===== config.mk =====
export PLATFORM = sky130hd
export DESIGN_NAME = filter_status_register_bank
export DESIGN_NICKNAME = d
export VERILOG_FILES = /design/src/pkg/filter_status_pkg.sv /design/src/pkg/status_view_if.sv /design/src/core/node_state_track.sv /design/src/core/status_decode.sv /design/src/core/filter_status_register_bank.sv
export VERILOG_INCLUDE_DIRS = /design/src /design/src/pkg
export SDC_FILE = /design/constraint.sdc
export NUM_CORES = 1
export LEC_CHECK = 0
export BUFFER_PORTS_ARGS = -buffer_cell sky130_fd_sc_hd__buf_2
export CORE_UTILIZATION = 45
export CTS_CLUSTER_DIAMETER = 40
export DETAILED_ROUTE_END_ITERATION = 8
export GPL_TIMING_DRIVEN = 0
export PLACE_DENSITY = 0.71
export RECOVER_POWER = 100
export SYNTH_ARGS = -nofsm -noshare
export SYNTH_HDL_FRONTEND = slang
export SYNTH_HIERARCHICAL = 1
export SYNTH_SLANG_ARGS = --single-unit

===== constraint.sdc =====
create_clock -name mclk -period 2.65 [get_ports mclk]
set_input_delay 0.53 -clock mclk [delete_from_list [all_inputs] [get_ports mclk]]
set_output_delay 0.53 -clock mclk [all_outputs]
set_load 0.02 [all_outputs]

===== src/pkg/filter_status_cfg.svh =====
// Register addresses, field positions and fixed values of the status bank
`ifndef FILTER_STATUS_CFG_SVH
`define FILTER_STATUS_CFG_SVH

// Single-word registers
`define ADDR_OWN_NODE_ID 16'h0034
`define ADDR_ONLINE_NODE_COUNT 16'h0035
`define ADDR_RUNNING_NODE_COUNT 16'h0036
`define ADDR_CURRENT_MASTER_ID 16'h0037

// Two-word registers, high half at the base address
`define ADDR_NEUTRAL_OUTPUT_CURRENT 16'h0038
`define ADDR_NEUTRAL_SENSED_CURRENT 16'h003a
`define ADDR_NEUTRAL_VOLTAGE 16'h003c
`define ADDR_VOLTAGE_DISTORTION_AVG 16'h003e
`define ADDR_CURRENT_DISTORTION_AVG 16'h0040
`define ADDR_POWER_FACTOR_VALUE 16'h0042
`define ADDR_DISPLACEMENT_FACTOR 16'h0044
`define ADDR_ALARM_FLAGS_FIRST 16'h0046
`define ADDR_ALARM_FLAGS_SECOND 16'h0048
`define ADDR_ALARM_FLAGS_THIRD 16'h004a
`define ADDR_WARNING_FLAGS 16'h004c

// Pair block layout
`define PAIR_FIRST_ADDR 16'h0038
`define PAIR_LAST_ADDR 16'h004d
`define PAIR_COUNT 11
`define PAIR_IDX_ALARM1 7
`define PAIR_IDX_ALARM2 8
`define PAIR_IDX_ALARM3 9
`define PAIR_IDX_WARN 10

// Fixed values
`define MASTER_ID_NONE 16'h000f
`define NODE_COUNT_DISABLED 16'h0000
`define ALARM1_DEFINED_BITS 32'h0000_0001

// Warning mask bit positions
`define WARN_BIT_MODULE_TEMP 0
`define WARN_BIT_AMBIENT_TEMP 1
`define WARN_BIT_NO_MASTER 2
`define WARN_BIT_POWER_STAGE 3
`define WARN_BIT_MEMORY_CARD 4

// Second alarm mask bit positions
`define ALARM2_BIT_OC_1_3 0
`define ALARM2_BIT_DC_UV_1 1
`define ALARM2_BIT_DC_OV_1 2
`define ALARM2_BIT_OC_4_6 3
`define ALARM2_BIT_DC_UV_4 4
`define ALARM2_BIT_DC_OV_4 5
`define ALARM2_BIT_WATCHDOG 6

// Third alarm mask bit positions
`define ALARM3_BIT_PHASE_ORDER 0
`define ALARM3_BIT_AC_UV 1
`define ALARM3_BIT_AC_OV 2
`define ALARM3_BIT_PRECHARGE 3
`define ALARM3_BIT_AMBIENT_OT 4
`define ALARM3_BIT_TEMP_DIFF 5
`define ALARM3_BIT_MODULE_OT 6
`define ALARM3_BIT_EXTERNAL 7
`define ALARM3_BIT_STARTUP 8
`define ALARM3_BIT_LIMITATION 9
`define ALARM3_BIT_PHASE_LOSS 10

// Populated widths of the alarm and warning masks
`define ALARM2_WIDTH 7
`define ALARM3_WIDTH 11
`define WARN_WIDTH 5

`endif


===== src/pkg/filter_status_pkg.sv =====
// Types shared by the status register bank modules
package filter_status_pkg;
   typedef logic [15:0] word16_type;
   typedef logic [31:0] word32_type;
   typedef enum logic [0:0] {PORT_IDLE, PORT_ANSWER} port_state_type;
endpackage


===== src/pkg/status_view_if.sv =====
// Snapshot of all status values passed from the bank to its address decoder
`timescale 1ns/100ps
`default_nettype none
interface status_view_if;
   import filter_status_pkg::*;
   word16_type own_id;
   word16_type online;
   word16_type running;
   word16_type master;
   word32_type pair_val [0:10];
   modport source (output own_id, output online, output running, output master,
                   output pair_val);
   modport sink (input own_id, input online, input running, input master,
                 input pair_val);
endinterface
`default_nettype wire


===== src/core/node_state_track.sv =====
// Multi-master bus state reporting: counts, master identity, no-master warning
`timescale 1ns/100ps
`default_nettype none
`include "filter_status_cfg.svh"
module node_state_track
   import filter_status_pkg::*;
(
   input wire logic mm_enable,
   input wire logic [15:0] nodes_online_in,
   input wire logic [15:0] nodes_running_in,
   input wire logic master_present,
   input wire logic [15:0] master_id_in,
   output logic [15:0] online_rep,
   output logic [15:0] running_rep,
   output logic [15:0] master_rep,
   output logic no_master
);
   // Online count doubles as the feature-disabled indicator
   assign online_rep = mm_enable ? nodes_online_in : `NODE_COUNT_DISABLED;
   assign running_rep = mm_enable ? nodes_running_in : `NODE_COUNT_DISABLED;
   // Absent master forces the reserved identifier, whatever the bus says
   assign no_master = !(mm_enable && master_present);
   assign master_rep = no_master ? `MASTER_ID_NONE : master_id_in;
endmodule // node_state_track
`default_nettype wire


===== src/core/status_decode.sv =====
// Address decode of the status bank: selects a word or a word pair
`timescale 1ns/100ps
`default_nettype none
`include "filter_status_cfg.svh"
module status_decode
   import filter_status_pkg::*;
(
   status_view_if.sink view,
   input wire logic [15:0] addr,
   output logic hit,
   output logic is_pair,
   output logic low_half,
   output logic [31:0] value
);
   // Index of the pair that holds an address inside the pair block
   function automatic logic [3:0] pair_index(input logic [15:0] a);
      logic [15:0] off;
      off = a - `PAIR_FIRST_ADDR;
      pair_index = off[4:1];
   endfunction

   // Word or pair selection
   always_comb begin
      hit = 1'b1;
      is_pair = 1'b0;
      low_half = addr[0];
      value = 32'h0000_0000;
      case (addr)
         `ADDR_OWN_NODE_ID: value = {16'h0000, view.own_id};
         `ADDR_ONLINE_NODE_COUNT: value = {16'h0000, view.online};
         `ADDR_RUNNING_NODE_COUNT: value = {16'h0000, view.running};
         `ADDR_CURRENT_MASTER_ID: value = {16'h0000, view.master};
         default: begin
            if (addr >= `PAIR_FIRST_ADDR && addr <= `PAIR_LAST_ADDR) begin
               is_pair = 1'b1;
               value = view.pair_val[pair_index(addr)];
            end else begin
               hit = 1'b0;
            end
         end
      endcase
   end
endmodule // status_decode
`default_nettype wire


===== src/core/filter_status_register_bank.sv =====
// Read-only status register bank of the filter, served over a register read port
// What this block does
// Online node count register reads zero while the multi-master feature is off.
// Running node count has its own 16-bit register.
// Current master identifier register reads 15 when no master exists.
// 32-bit values use two registers, upper half at the lower address.
// Float pairs: neutral currents, neutral voltage, distortion, power factor, cos phi.
// Second alarm mask bits 0-6 carry the listed power stage alarms.
// Third alarm mask bits 0-10 carry the listed AC and module alarms.
// Warning mask bits 0-4 carry the listed warnings, bit 2 no master.
// Own node identifier sits just below the online node count.
// Undefined mask bits read zero; writes to this bank change nothing.
`timescale 1ns/100ps
`default_nettype none
`include "filter_status_cfg.svh"
module filter_status_register_bank
   import filter_status_pkg::*;
(
   input wire logic mclk,
   input wire logic rst_b,
   // Multi-master bus state
   input wire logic mm_enable,
   input wire logic [15:0] own_node_identifier,
   input wire logic [15:0] nodes_online_in,
   input wire logic [15:0] nodes_running_in,
   input wire logic master_present,
   input wire logic [15:0] master_id_in,
   // Measurements, IEEE single precision
   input wire logic [31:0] neutral_output_current_in,
   input wire logic [31:0] neutral_sensed_current_in,
   input wire logic [31:0] neutral_voltage_in,
   input wire logic [31:0] voltage_distortion_in,
   input wire logic [31:0] current_distortion_in,
   input wire logic [31:0] power_factor_in,
   input wire logic [31:0] displacement_factor_in,
   // Alarm sources
   input wire logic [31:0] alarm_first_in,
   input wire logic overcurrent_stage_1_3,
   input wire logic dc_undervolt_stage_1,
   input wire logic dc_overvolt_stage_1,
   input wire logic overcurrent_stage_4_6,
   input wire logic dc_undervolt_stage_4,
   input wire logic dc_overvolt_stage_4,
   input wire logic watchdog_error,
   input wire logic phase_order_wrong,
   input wire logic ac_undervolt,
   input wire logic ac_overvolt,
   input wire logic precharge_error,
   input wire logic ambient_overtemp,
   input wire logic module_temp_diff,
   input wire logic module_overtemp,
   input wire logic external_alarm,
   input wire logic startup_error,
   input wire logic limitation_error,
   input wire logic ac_phase_loss,
   // Warning sources
   input wire logic module_temp_high,
   input wire logic ambient_temp_high,
   input wire logic power_stage_abnormal,
   input wire logic memory_card_missing,
   // Register read port
   input wire logic [15:0] reg_addr,
   input wire logic rd_req,
   input wire logic wr_req,
   output logic rd_ack,
   output logic [15:0] rd_data,
   output logic addr_err,
   output logic wr_refused
);
   status_view_if view ();

   // Multi-master bus values after the reporting rules
   logic [15:0] online_rep;
   logic [15:0] running_rep;
   logic [15:0] master_rep;
   logic no_master;

   // Snapshot registers read by the decoder
   logic [15:0] own_id_r;
   logic [15:0] online_r;
   logic [15:0] running_r;
   logic [15:0] master_r;
   logic [31:0] pair_r [0:10];

   // Values the snapshots load on the next edge
   logic [31:0] alarm2_nxt;
   logic [31:0] alarm3_nxt;
   logic [31:0] warn_nxt;
   logic [31:0] pair_nxt [0:10];

   // Read port sequencing and latched request
   port_state_type port_state_r;
   port_state_type port_state_nxt;
   logic [15:0] req_addr_r;
   logic req_is_write_r;

   // Decoder answer for the latched address
   logic dec_hit;
   logic dec_is_pair;
   logic dec_low_half;
   logic [31:0] dec_value;

   // Low half kept for a following pair read
   logic [15:0] hold_data_r;
   logic [15:0] hold_addr_r;
   logic hold_valid_r;
   logic [15:0] word_nxt;
   logic hold_match;

   // Counts and master identity with the feature-off and no-master rules applied
   node_state_track u_nodes (
      .mm_enable(mm_enable),
      .nodes_online_in(nodes_online_in),
      .nodes_running_in(nodes_running_in),
      .master_present(master_present),
      .master_id_in(master_id_in),
      .online_rep(online_rep),
      .running_rep(running_rep),
      .master_rep(master_rep),
      .no_master(no_master)
   );

   // Mask assembly; all unnamed positions are tied to zero
   always_comb begin
      alarm2_nxt = 32'h0000_0000;
      alarm3_nxt = 32'h0000_0000;
      warn_nxt = 32'h0000_0000;
      // Power stage alarms, one named position each so a reorder cannot slip in
      alarm2_nxt[`ALARM2_BIT_OC_1_3] = overcurrent_stage_1_3;
      alarm2_nxt[`ALARM2_BIT_DC_UV_1] = dc_undervolt_stage_1;
      alarm2_nxt[`ALARM2_BIT_DC_OV_1] = dc_overvolt_stage_1;
      alarm2_nxt[`ALARM2_BIT_OC_4_6] = overcurrent_stage_4_6;
      alarm2_nxt[`ALARM2_BIT_DC_UV_4] = dc_undervolt_stage_4;
      alarm2_nxt[`ALARM2_BIT_DC_OV_4] = dc_overvolt_stage_4;
      alarm2_nxt[`ALARM2_BIT_WATCHDOG] = watchdog_error;
      // AC side and module alarms
      alarm3_nxt[`ALARM3_BIT_PHASE_ORDER] = phase_order_wrong;
      alarm3_nxt[`ALARM3_BIT_AC_UV] = ac_undervolt;
      alarm3_nxt[`ALARM3_BIT_AC_OV] = ac_overvolt;
      alarm3_nxt[`ALARM3_BIT_PRECHARGE] = precharge_error;
      alarm3_nxt[`ALARM3_BIT_AMBIENT_OT] = ambient_overtemp;
      alarm3_nxt[`ALARM3_BIT_TEMP_DIFF] = module_temp_diff;
      alarm3_nxt[`ALARM3_BIT_MODULE_OT] = module_overtemp;
      alarm3_nxt[`ALARM3_BIT_EXTERNAL] = external_alarm;
      alarm3_nxt[`ALARM3_BIT_STARTUP] = startup_error;
      alarm3_nxt[`ALARM3_BIT_LIMITATION] = limitation_error;
      alarm3_nxt[`ALARM3_BIT_PHASE_LOSS] = ac_phase_loss;
      // Warnings; the no-master bit follows the bus state, not a pin
      warn_nxt[`WARN_BIT_MODULE_TEMP] = module_temp_high;
      warn_nxt[`WARN_BIT_AMBIENT_TEMP] = ambient_temp_high;
      warn_nxt[`WARN_BIT_NO_MASTER] = no_master;
      warn_nxt[`WARN_BIT_POWER_STAGE] = power_stage_abnormal;
      warn_nxt[`WARN_BIT_MEMORY_CARD] = memory_card_missing;
   end

   // Pair table in address order, one entry per two-word register
   always_comb begin
      pair_nxt[0] = neutral_output_current_in;
      pair_nxt[1] = neutral_sensed_current_in;
      pair_nxt[2] = neutral_voltage_in;
      pair_nxt[3] = voltage_distortion_in;
      pair_nxt[4] = current_distortion_in;
      pair_nxt[5] = power_factor_in;
      pair_nxt[6] = displacement_factor_in;
      pair_nxt[`PAIR_IDX_ALARM1] = alarm_first_in & `ALARM1_DEFINED_BITS;
      pair_nxt[`PAIR_IDX_ALARM2] = alarm2_nxt;
      pair_nxt[`PAIR_IDX_ALARM3] = alarm3_nxt;
      pair_nxt[`PAIR_IDX_WARN] = warn_nxt;
   end

   // Single-word snapshot, refreshed every cycle
   always_ff @(posedge mclk or negedge rst_b) begin
      if (!rst_b) begin
         own_id_r <= 16'h0000;
         online_r <= 16'h0000;
         running_r <= 16'h0000;
         master_r <= `MASTER_ID_NONE;
      end else begin
         own_id_r <= own_node_identifier;
         online_r <= online_rep;
         running_r <= running_rep;
         master_r <= master_rep;
      end
   end

   // Pair snapshot; registering every value keeps the read path short
   always_ff @(posedge mclk or negedge rst_b) begin
      if (!rst_b) begin
         for (int i = 0; i < `PAIR_COUNT; i++) begin
            pair_r[i] <= 32'h0000_0000;
         end
      end else begin
         for (int i = 0; i < `PAIR_COUNT; i++) begin
            pair_r[i] <= pair_nxt[i];
         end
      end
   end

   // Feed the decoder view
   assign view.own_id = own_id_r;
   assign view.online = online_r;
   assign view.running = running_r;
   assign view.master = master_r;
   always_comb begin
      for (int i = 0; i < `PAIR_COUNT; i++) begin
         view.pair_val[i] = pair_r[i];
      end
   end

   // Decoder looks at the latched request address
   status_decode u_decode (
      .view(view),
      .addr(req_addr_r),
      .hit(dec_hit),
      .is_pair(dec_is_pair),
      .low_half(dec_low_half),
      .value(dec_value)
   );

   // Port sequencing: take a request when idle, answer on the next cycle
   always_comb begin
      case (port_state_r)
         PORT_IDLE: port_state_nxt = (rd_req || wr_req) ? PORT_ANSWER : PORT_IDLE;
         PORT_ANSWER: port_state_nxt = PORT_IDLE;
         default: port_state_nxt = PORT_IDLE;
      endcase
   end

   // State register of the read port
   always_ff @(posedge mclk or negedge rst_b) begin
      if (!rst_b) begin
         port_state_r <= PORT_IDLE;
      end else begin
         port_state_r <= port_state_nxt;
      end
   end

   // Request capture; a read wins if both strobes come together
   always_ff @(posedge mclk or negedge rst_b) begin
      if (!rst_b) begin
         req_addr_r <= 16'h0000;
         req_is_write_r <= 1'b0;
      end else if (port_state_r == PORT_IDLE && (rd_req || wr_req)) begin
         req_addr_r <= reg_addr;
         req_is_write_r <= !rd_req;
      end
   end

   // A low half read straight after its high half returns the half caught
   // with it, so a value updating between the two reads never tears
   assign hold_match = hold_valid_r && (hold_addr_r == req_addr_r);

   always_comb begin
      if (!dec_hit) begin
         word_nxt = 16'h0000;
      end else if (!dec_is_pair) begin
         word_nxt = dec_value[15:0];
      end else if (dec_low_half) begin
         word_nxt = hold_match ? hold_data_r : dec_value[15:0];
      end else begin
         word_nxt = dec_value[31:16];
      end
   end

   // Low-half hold, armed by a high-half read, dropped by any other access
   always_ff @(posedge mclk or negedge rst_b) begin
      if (!rst_b) begin
         hold_data_r <= 16'h0000;
         hold_addr_r <= 16'h0000;
         hold_valid_r <= 1'b0;
      end else if (port_state_r == PORT_ANSWER) begin
         if (!req_is_write_r && dec_hit && dec_is_pair && !dec_low_half) begin
            hold_data_r <= dec_value[15:0];
            hold_addr_r <= req_addr_r + 16'h0001;
            hold_valid_r <= 1'b1;
         end else begin
            hold_valid_r <= 1'b0;
         end
      end
   end

   // Answer outputs; writes are acknowledged, refused and store nothing
   always_ff @(posedge mclk or negedge rst_b) begin
      if (!rst_b) begin
         rd_data <= 16'h0000;
         addr_err <= 1'b0;
         wr_refused <= 1'b0;
      end else if (port_state_r == PORT_ANSWER) begin
         rd_data <= req_is_write_r ? 16'h0000 : word_nxt;
         addr_err <= !dec_hit;
         wr_refused <= req_is_write_r;
      end
   end

   // Acknowledge pulse lines up with the registered answer
   always_ff @(posedge mclk or negedge rst_b) begin
      if (!rst_b) begin
         rd_ack <= 1'b0;
      end else begin
         rd_ack <= (port_state_r == PORT_ANSWER);
      end
   end
endmodule // filter_status_register_bank
`default_nettype wire


==> results of run 1 <==
placed cells by master, fill, tap and decap left out, types with 14 or more instances in the layout:
cell / instances
and2_0: 25
mux4_2: 62
clkbuf_1: 52
o21ai_0: 26
clkbuf_2: 14
nand2b_1: 32
a31oi_1: 16
and3_1: 15
nor2b_1: 19
a221o_1: 16
xnor2_1: 18
dfrtp_1: 373
buf_2: 331
o2bb2ai_1: 20
a21oi_1: 48
conb_1: 104
o22ai_1: 27
nand2_1: 89
buf_4: 27
o211ai_1: 16
clkbuf_16: 47
mux2i_1: 54
mux2_2: 24
cell families after synthesis:
family,after synthesis,share of synthesized area
muxes,147,0.151
DFF,382,0.624
adders and majority gates,1,0.000816
buffers and inverters,85,0.0293
and+or+nand+nor,234,0.0802
other,1,0.000245
AOI/OAI and AO/OA,227,0.0988
xor gates and xnor gates,28,0.0160
cell usage after synthesis, types with 10 or more instances:
library cell,n,area [sq um]
nand2_1,90,338
and3_1,15,93.8
nor2_1,12,45.0
buf_2,22,110
xor2_1,10,87.6
xnor2_1,18,158
buf_4,13,97.6
clkbuf_1,35,131
o22ai_1,29,181
o21ai_0,26,130
dfrtp_1,378,9460
mux2_2,24,270
o211ai_1,16,120
o2bb2ai_1,29,254
nor2b_1,20,125
a21oi_1,61,305
and2_1,35,219
a221o_1,16,160
mux2i_1,59,591
a31oi_1,16,100
mux4_2,62,1400
nand2b_1,32,200
a2bb2oi_1,13,114
worst paths after layout:
path	startpoint	to	slack (ns)
max	req_addr_r[1]	rd_data[9]	-0.002
min	neutral_sensed_current_in[18]	pair_r[306]	0.07
max reg2reg	req_addr_r[1]	rd_data[9]	-0.002
min reg2reg	port_state_r	rd_ack	0.46
max in group asynchronous	rst_b	online_r[4]	0.35
min in group asynchronous	rst_b	pair_r[319]	0.44
sequential cells by signal (all words and copies together) (netlist names):
name / cells
master_r: 16
wr_refused: 1
pair_r: 248
req_is_write_r: 1
rd_data: 16
online_r: 16
own_id_r: 16
port_state_r: 1
req_addr_r: 16
hold_data_r: 16
hold_addr_r: 16
addr_err: 1
running_r: 16
rd_ack: 1
hold_valid_r: 1
routing by layer:
| layer | routed length [microns] | up-vias | share of wire | track usage |
|---|---|---|---|---|
| met5 | 31 | - | 0.00072 | 0 |
| met4 | 1530 | 4 | 0.036 | 0.0864 |
| met1 | 17500 | 5563 | 0.41 | 0.324 |
| met2 | 21100 | 446 | 0.49 | 0.413 |
| met3 | 2750 | 97 | 0.064 | 0.0553 |
| li1 | - | 4954 | - | - |
final cells by class:
type / instances / area [sq um]
fillers: 2724 / 13400
flip-flops and latches: 382 / 9570
multi-input cells: 741 / 5910
repair buffers: 369 / 1900
clock buffers: 58 / 1280
plain buffers: 77 / 602
well taps: 448 / 561
clock inverters: 25 / 290
inverters: 7 / 28.8
diodes: 3 / 7.51
power by group through the flow:
stage                     clock, mW  combinational (mW)  sequential (mW)
after floorplan                   0                1.48             6.34
after global placement            0                2.33             6.38
after detailed placement          0                2.37             6.39
after CTS                      6.41                2.51             6.30
after global routing           6.64                2.83             6.33
final                          6.30                2.63             6.31
worst max-delay path, cell delays in order (launching register included):
cell and delay, ns:
dfrtp_2 0.41, buf_6 0.16, buf_12 0.16, buf_12 0.17, buf_8 0.19, mux2i_2 0.24, o22ai_1 0.16, a21oi_2 0.28
o2bb2ai_2 0.15, a221o_1 0.38, a31oi_1 0.15, a21oi_1 0.09
repair_timing:
action                                  in CTS  in global routing
endpoints found under the setup margin      49                 49
hold buffers                                 1                  0
pin swaps                                    4                  8
buffers inserted                             5                 10
resized for setup                           80                 54
endpoints found under the hold margin       34                  0
==> results.ini, run 1 <==
[floorplan]
fp-row-count=67
start_util=0.457
fp.dieW_microns=187
coreArea_sq_mm=0.0335
die-area_sq_mm=0.0348
die_y_microns=187
io_pins=383

[finish]
syn2layout_area_growth_pct=31.5
final_util=0.601
fin_cells=2110
layout.nets=1989
layout-drive-gt1-share=0.372
stdcell_area_sq_mm=0.0201

[sta]
skew_ns=0.0238
drv_slew=0
slew_headroom=0.0324
setup_violations=1
setup-tns-final_ns=-0.00181
final.min_clock_period_ns=2.65
whs_ns=0.0747
hold_viol_final=0
worst-slew-pin-transition_ns=1.45
fin_crit_sh=1.00
fin_ws_ns=-0.00181
rsz0062_at_grt=yes
max_freq_ghz=0.377

[cts]
cts-root-buf=clkbuf_16
htreeDepth=2
clk_latency_ns=0.56
numClockSinks=382
clk_pin_slew_ns=0.06
cts_buffers=46
clockBufferDepth=3
tritoncts=built

[pwr]
swShare=0.269
intPower_mw=11.1
p_comb_frac=0.172
p_per_area_mw_per_mm2=756
seq_power_share=0.414
switchingPower_mw=4.10
leakagePower_nw=9.23
power_mw=15.2
clkPwrFrac=0.414
peakVddDrop_mv=0.441

[hold_path]
hold_class=in -> reg
holdPathStages=1

[global_routing]
grt_pass1_wl_microns=65800
grtUsageTotal=0.249
antenna_found_initial=4
grt_max_degree=135
grt_pass1_vias=11503
overflow=0

[outcome]
status=finished with violations
violations=negative setup slack

[synth]
synth_seq_area_share=0.624
syn_area_sq_mm=0.0153
yosysWarningCount=6
ys_ff_latch=382
synth-main-ff-cell=dfrtp_1
avgSynthCellArea_sq_um=13.9
async_flop_share=1.00
synth_edf_count=0
synthCells=1105
synth.distinct_cells=54

[detailed_routing]
wl_per_cell_microns=20.3
drtPass1Iterations=5
via_count=11064
avgViaCountPerCell=5.24
drtAntennaViolNets=0
route.detailed.drc=0
wirelength_microns=42900
drtIter0Drc=639

[setup_path]
path_class=reg -> reg
crit_fanout=10
cp-end-kind=flop
startpoint_type=flop
required_ns=3.10
cp.arrival_ns=3.10
reg2regPathDepth=11

[placement]
placed_area_sq_mm=0.0181
dp.final_hpwl_microns=31100
post-place-ws_ns=-1.16
placed_cells=2009
io_buffer_count=350
gp_congestion=0.864

[job]
cap_violations=0

(Power assumes the default switching activity.)
==> run 2, diff against run 1 <==
--- a/config.mk
+++ b/config.mk
@@ -7,11 +7,11 @@
 export NUM_CORES = 1
 export LEC_CHECK = 0
 export BUFFER_PORTS_ARGS = -buffer_cell sky130_fd_sc_hd__buf_2
-export CORE_UTILIZATION = 45
+export CORE_UTILIZATION = 48
 export CTS_CLUSTER_DIAMETER = 40
 export DETAILED_ROUTE_END_ITERATION = 8
 export GPL_TIMING_DRIVEN = 0
-export PLACE_DENSITY = 0.71
+export PLACE_DENSITY = 0.75
 export RECOVER_POWER = 100
 export SYNTH_ARGS = -nofsm -noshare
 export SYNTH_HDL_FRONTEND = slang
==> run 2 against run 1 <==
  * Clock power grew 13%
  * Total power is 5.4% higher
  * Die area down 6.2%
  * The flow finishes with violations (negative hold slack)
  * Sequential power about the same
  * Via count increased by 0.61%
  * Register-to-register slack hardly changed
  * Non-clock buffer count up 5
  * Critical path depth unchanged
  * Core utilization up 4.4 points
==> results.ini, run 2 (synthesis results as in run 1) <==
[global_routing]
overflow=0  ; unchanged
grt_pass1_vias=11732  ; was 11.5k
grtUsageTotal=0.266  ; was 0.249
grt_pass1_wl_microns=65500  ; was 65800 microns
antenna_found_initial=8  ; was 4
grt_max_degree=109  ; was 135

[finish]
layout.nets=1996  ; was 1989
multi_input_area_sq_mm=0.00587  ; was 0.00591 sq mm
final_common_cell=dfrtp_1  ; unchanged
layout-drive-gt1-share=0.372  ; about the same
nFillCells=2314  ; was 2724
final_util=0.645  ; was 0.601
final_cell_mix=374 x dfrtp_1, 330 x buf_2, 104 x conb_1  ; was 373 x dfrtp_1, 331 x buf_2, 104 x conb_1
syn2layout_area_growth_pct=32.4  ; was 31.5%
registers.top_by_ff_count=pair_r  ; unchanged
seqCellArea_sq_mm=0.00957  ; about the same
largest_register_ffs=248  ; unchanged

[detailed_routing]
route.detailed.drc=0  ; unchanged
top_layer_used=met5  ; unchanged
avgViaCountPerCell=5.35  ; was 5.24
wirelength_microns=42600  ; was 42900 microns
wl_met2_microns=21400  ; was 21100 microns
drtIter0Drc=741  ; was 639
drtAntennaViolNets=0  ; unchanged
via_count=11131  ; about the same
drtPass1Iterations=5  ; unchanged
met1Wirelength_microns=16800  ; was 17500 microns
wl_per_cell_microns=20.5  ; was 20.3 microns
wl_met3_microns=2660  ; was 2750 microns

[floorplan]
die-area_sq_mm=0.0327  ; was 0.0348 sq mm
io_pins=383  ; unchanged
start_util=0.487  ; was 0.457
fp-row-count=65  ; was 67
coreArea_sq_mm=0.0315  ; was 0.0335 sq mm
fp.dieW_microns=181  ; was 187 microns
die_y_microns=181  ; was 187 microns

[outcome]
violations=negative hold slack  ; was negative setup slack
status=finished with violations  ; unchanged

[setup_path]
path_class=reg -> reg  ; unchanged
cp.arrival_ns=3.07  ; was 3.10 ns
required_ns=3.07  ; was 3.10 ns
cp-end-kind=flop  ; unchanged
startpoint_type=flop  ; unchanged
crit_fanout=10  ; unchanged
reg2reg_slack_ns=0.001  ; was -0.002 ns

[pwr]
peakVddDrop_mv=0.465  ; was 0.441 mV
swShare=0.260  ; was 0.269
p_comb_frac=0.162  ; was 0.172
leakagePower_nw=9.34  ; was 9.23 nW
intPower_mw=11.9  ; was 11.1 mW
seq_power_share=0.393  ; was 0.414
switchingPower_mw=4.17  ; was 4.10 mW
p_per_area_mw_per_mm2=792  ; was 756 mW/mm^2
clkPwrFrac=0.445  ; was 0.414

[placement]
io_buffer_count=350  ; unchanged
post-place-ws_ns=-1.03  ; was -1.16 ns
gp_congestion=0.845  ; was 0.864
dp.final_hpwl_microns=30800  ; was 31100 microns

[sta]
drv_slew=0  ; unchanged
skew_ns=0.0162  ; was 0.0238 ns
setup_violations=0  ; was 1
fin_ws_ns=0.00125  ; was -0.00181 ns
rsz0062_at_grt=yes  ; unchanged
fin_crit_sh=1.00  ; about the same
slew_headroom=0.184  ; was 0.0324
max_freq_ghz=0.378  ; was 0.377 GHz
whs_ns=-0.00340  ; was 0.0747 ns
hold_viol_final=2  ; was 0
worst-slew-pin-transition_ns=1.22  ; was 1.45 ns
final.min_clock_period_ns=2.65  ; about the same

[cts]
cts-root-buf=clkbuf_16  ; unchanged
clk_pin_slew_ns=0.06  ; about the same
htreeDepth=2  ; unchanged
clk_latency_ns=0.55  ; was 0.56 ns
cts_buffers=48  ; was 46
clockBufferDepth=3  ; unchanged
numClockSinks=382  ; unchanged
tritoncts=built  ; unchanged

[job]
cap_violations=0  ; unchanged

[hold_path]
hold_class=in -> async  ; was in -> reg

-- run 2: through the flow --
step	instance area, sq um	instances	TNS, ns	total power, mW
4_1_cts	20100	2059	0	16.0
5_1_grt	20300	2079	-0.238	16.6
2_1_floorplan	15700	1208	0	7.82
6_report	20300	2079	0	16.1
3_3_place_gp	18000	1960	-2286.25	8.69
3_5_place_dp	18100	1963	-39.45	8.75
-- run 2: power groups by stage --
| stage | Sequential, mW | Clock [mW] | Combinational, mW |
|---|---|---|---|
| after floorplan | 6.34 | 0 | 1.48 |
| after global placement | 6.38 | 0 | 2.31 |
| after detailed placement | 6.40 | 0 | 2.35 |
| after CTS | 6.30 | 7.25 | 2.50 |
| after global routing | 6.33 | 7.52 | 2.79 |
| final | 6.30 | 7.15 | 2.60 |
-- run 2: layer usage --
metal,global-route usage,vias up
li1,-,4980
met1,0.340,5580
met2,0.451,473
met3,0.0456,96
met4,0.110,2
met5,0,-
-- run 2: layout make-up --
type,count,area share
Antenna cell,7,0.000863
Buffer,77,0.0287
Clock buffer,54,0.0634
Clock inverter,35,0.0252
Inverter,7,0.00142
Multi-Input combinational cell,741,0.289
Sequential cell,382,0.472
Tap cell,402,0.0248
Timing Repair Buffer,374,0.0947
-- run 2: worst paths after layout --
check,startpoint,endpoint,depth (start not counted)
max,req_addr_r[2],rd_data[4],11
min,rst_b,pair_r[323],1
max reg2reg,req_addr_r[2],rd_data[4],11
min reg2reg,port_state_r,rd_ack,0
max in group asynchronous,rst_b,pair_r[276],3
min in group mclk,current_distortion_in[13],pair_r[205],1
-- run 2: critical path, cell delays in order, from the launching register on --
cell and delay (ns):
dfrtp_2 0.39, buf_6 0.19, buf_12 0.17, buf_12 0.18, buf_8 0.18, mux2i_1 0.23, a2bb2oi_1 0.12, a21oi_2 0.23
o2bb2ai_1 0.18, a221o_1 0.39, a31oi_1 0.17, a21oi_1 0.09
-- run 2: timing repair --
action	4_1_cts	5_1_grt
pin swaps	4	8
hold buffers	0	0
resized for setup	72	49
setup endpoints to repair	49	49
setup buffers	7	14
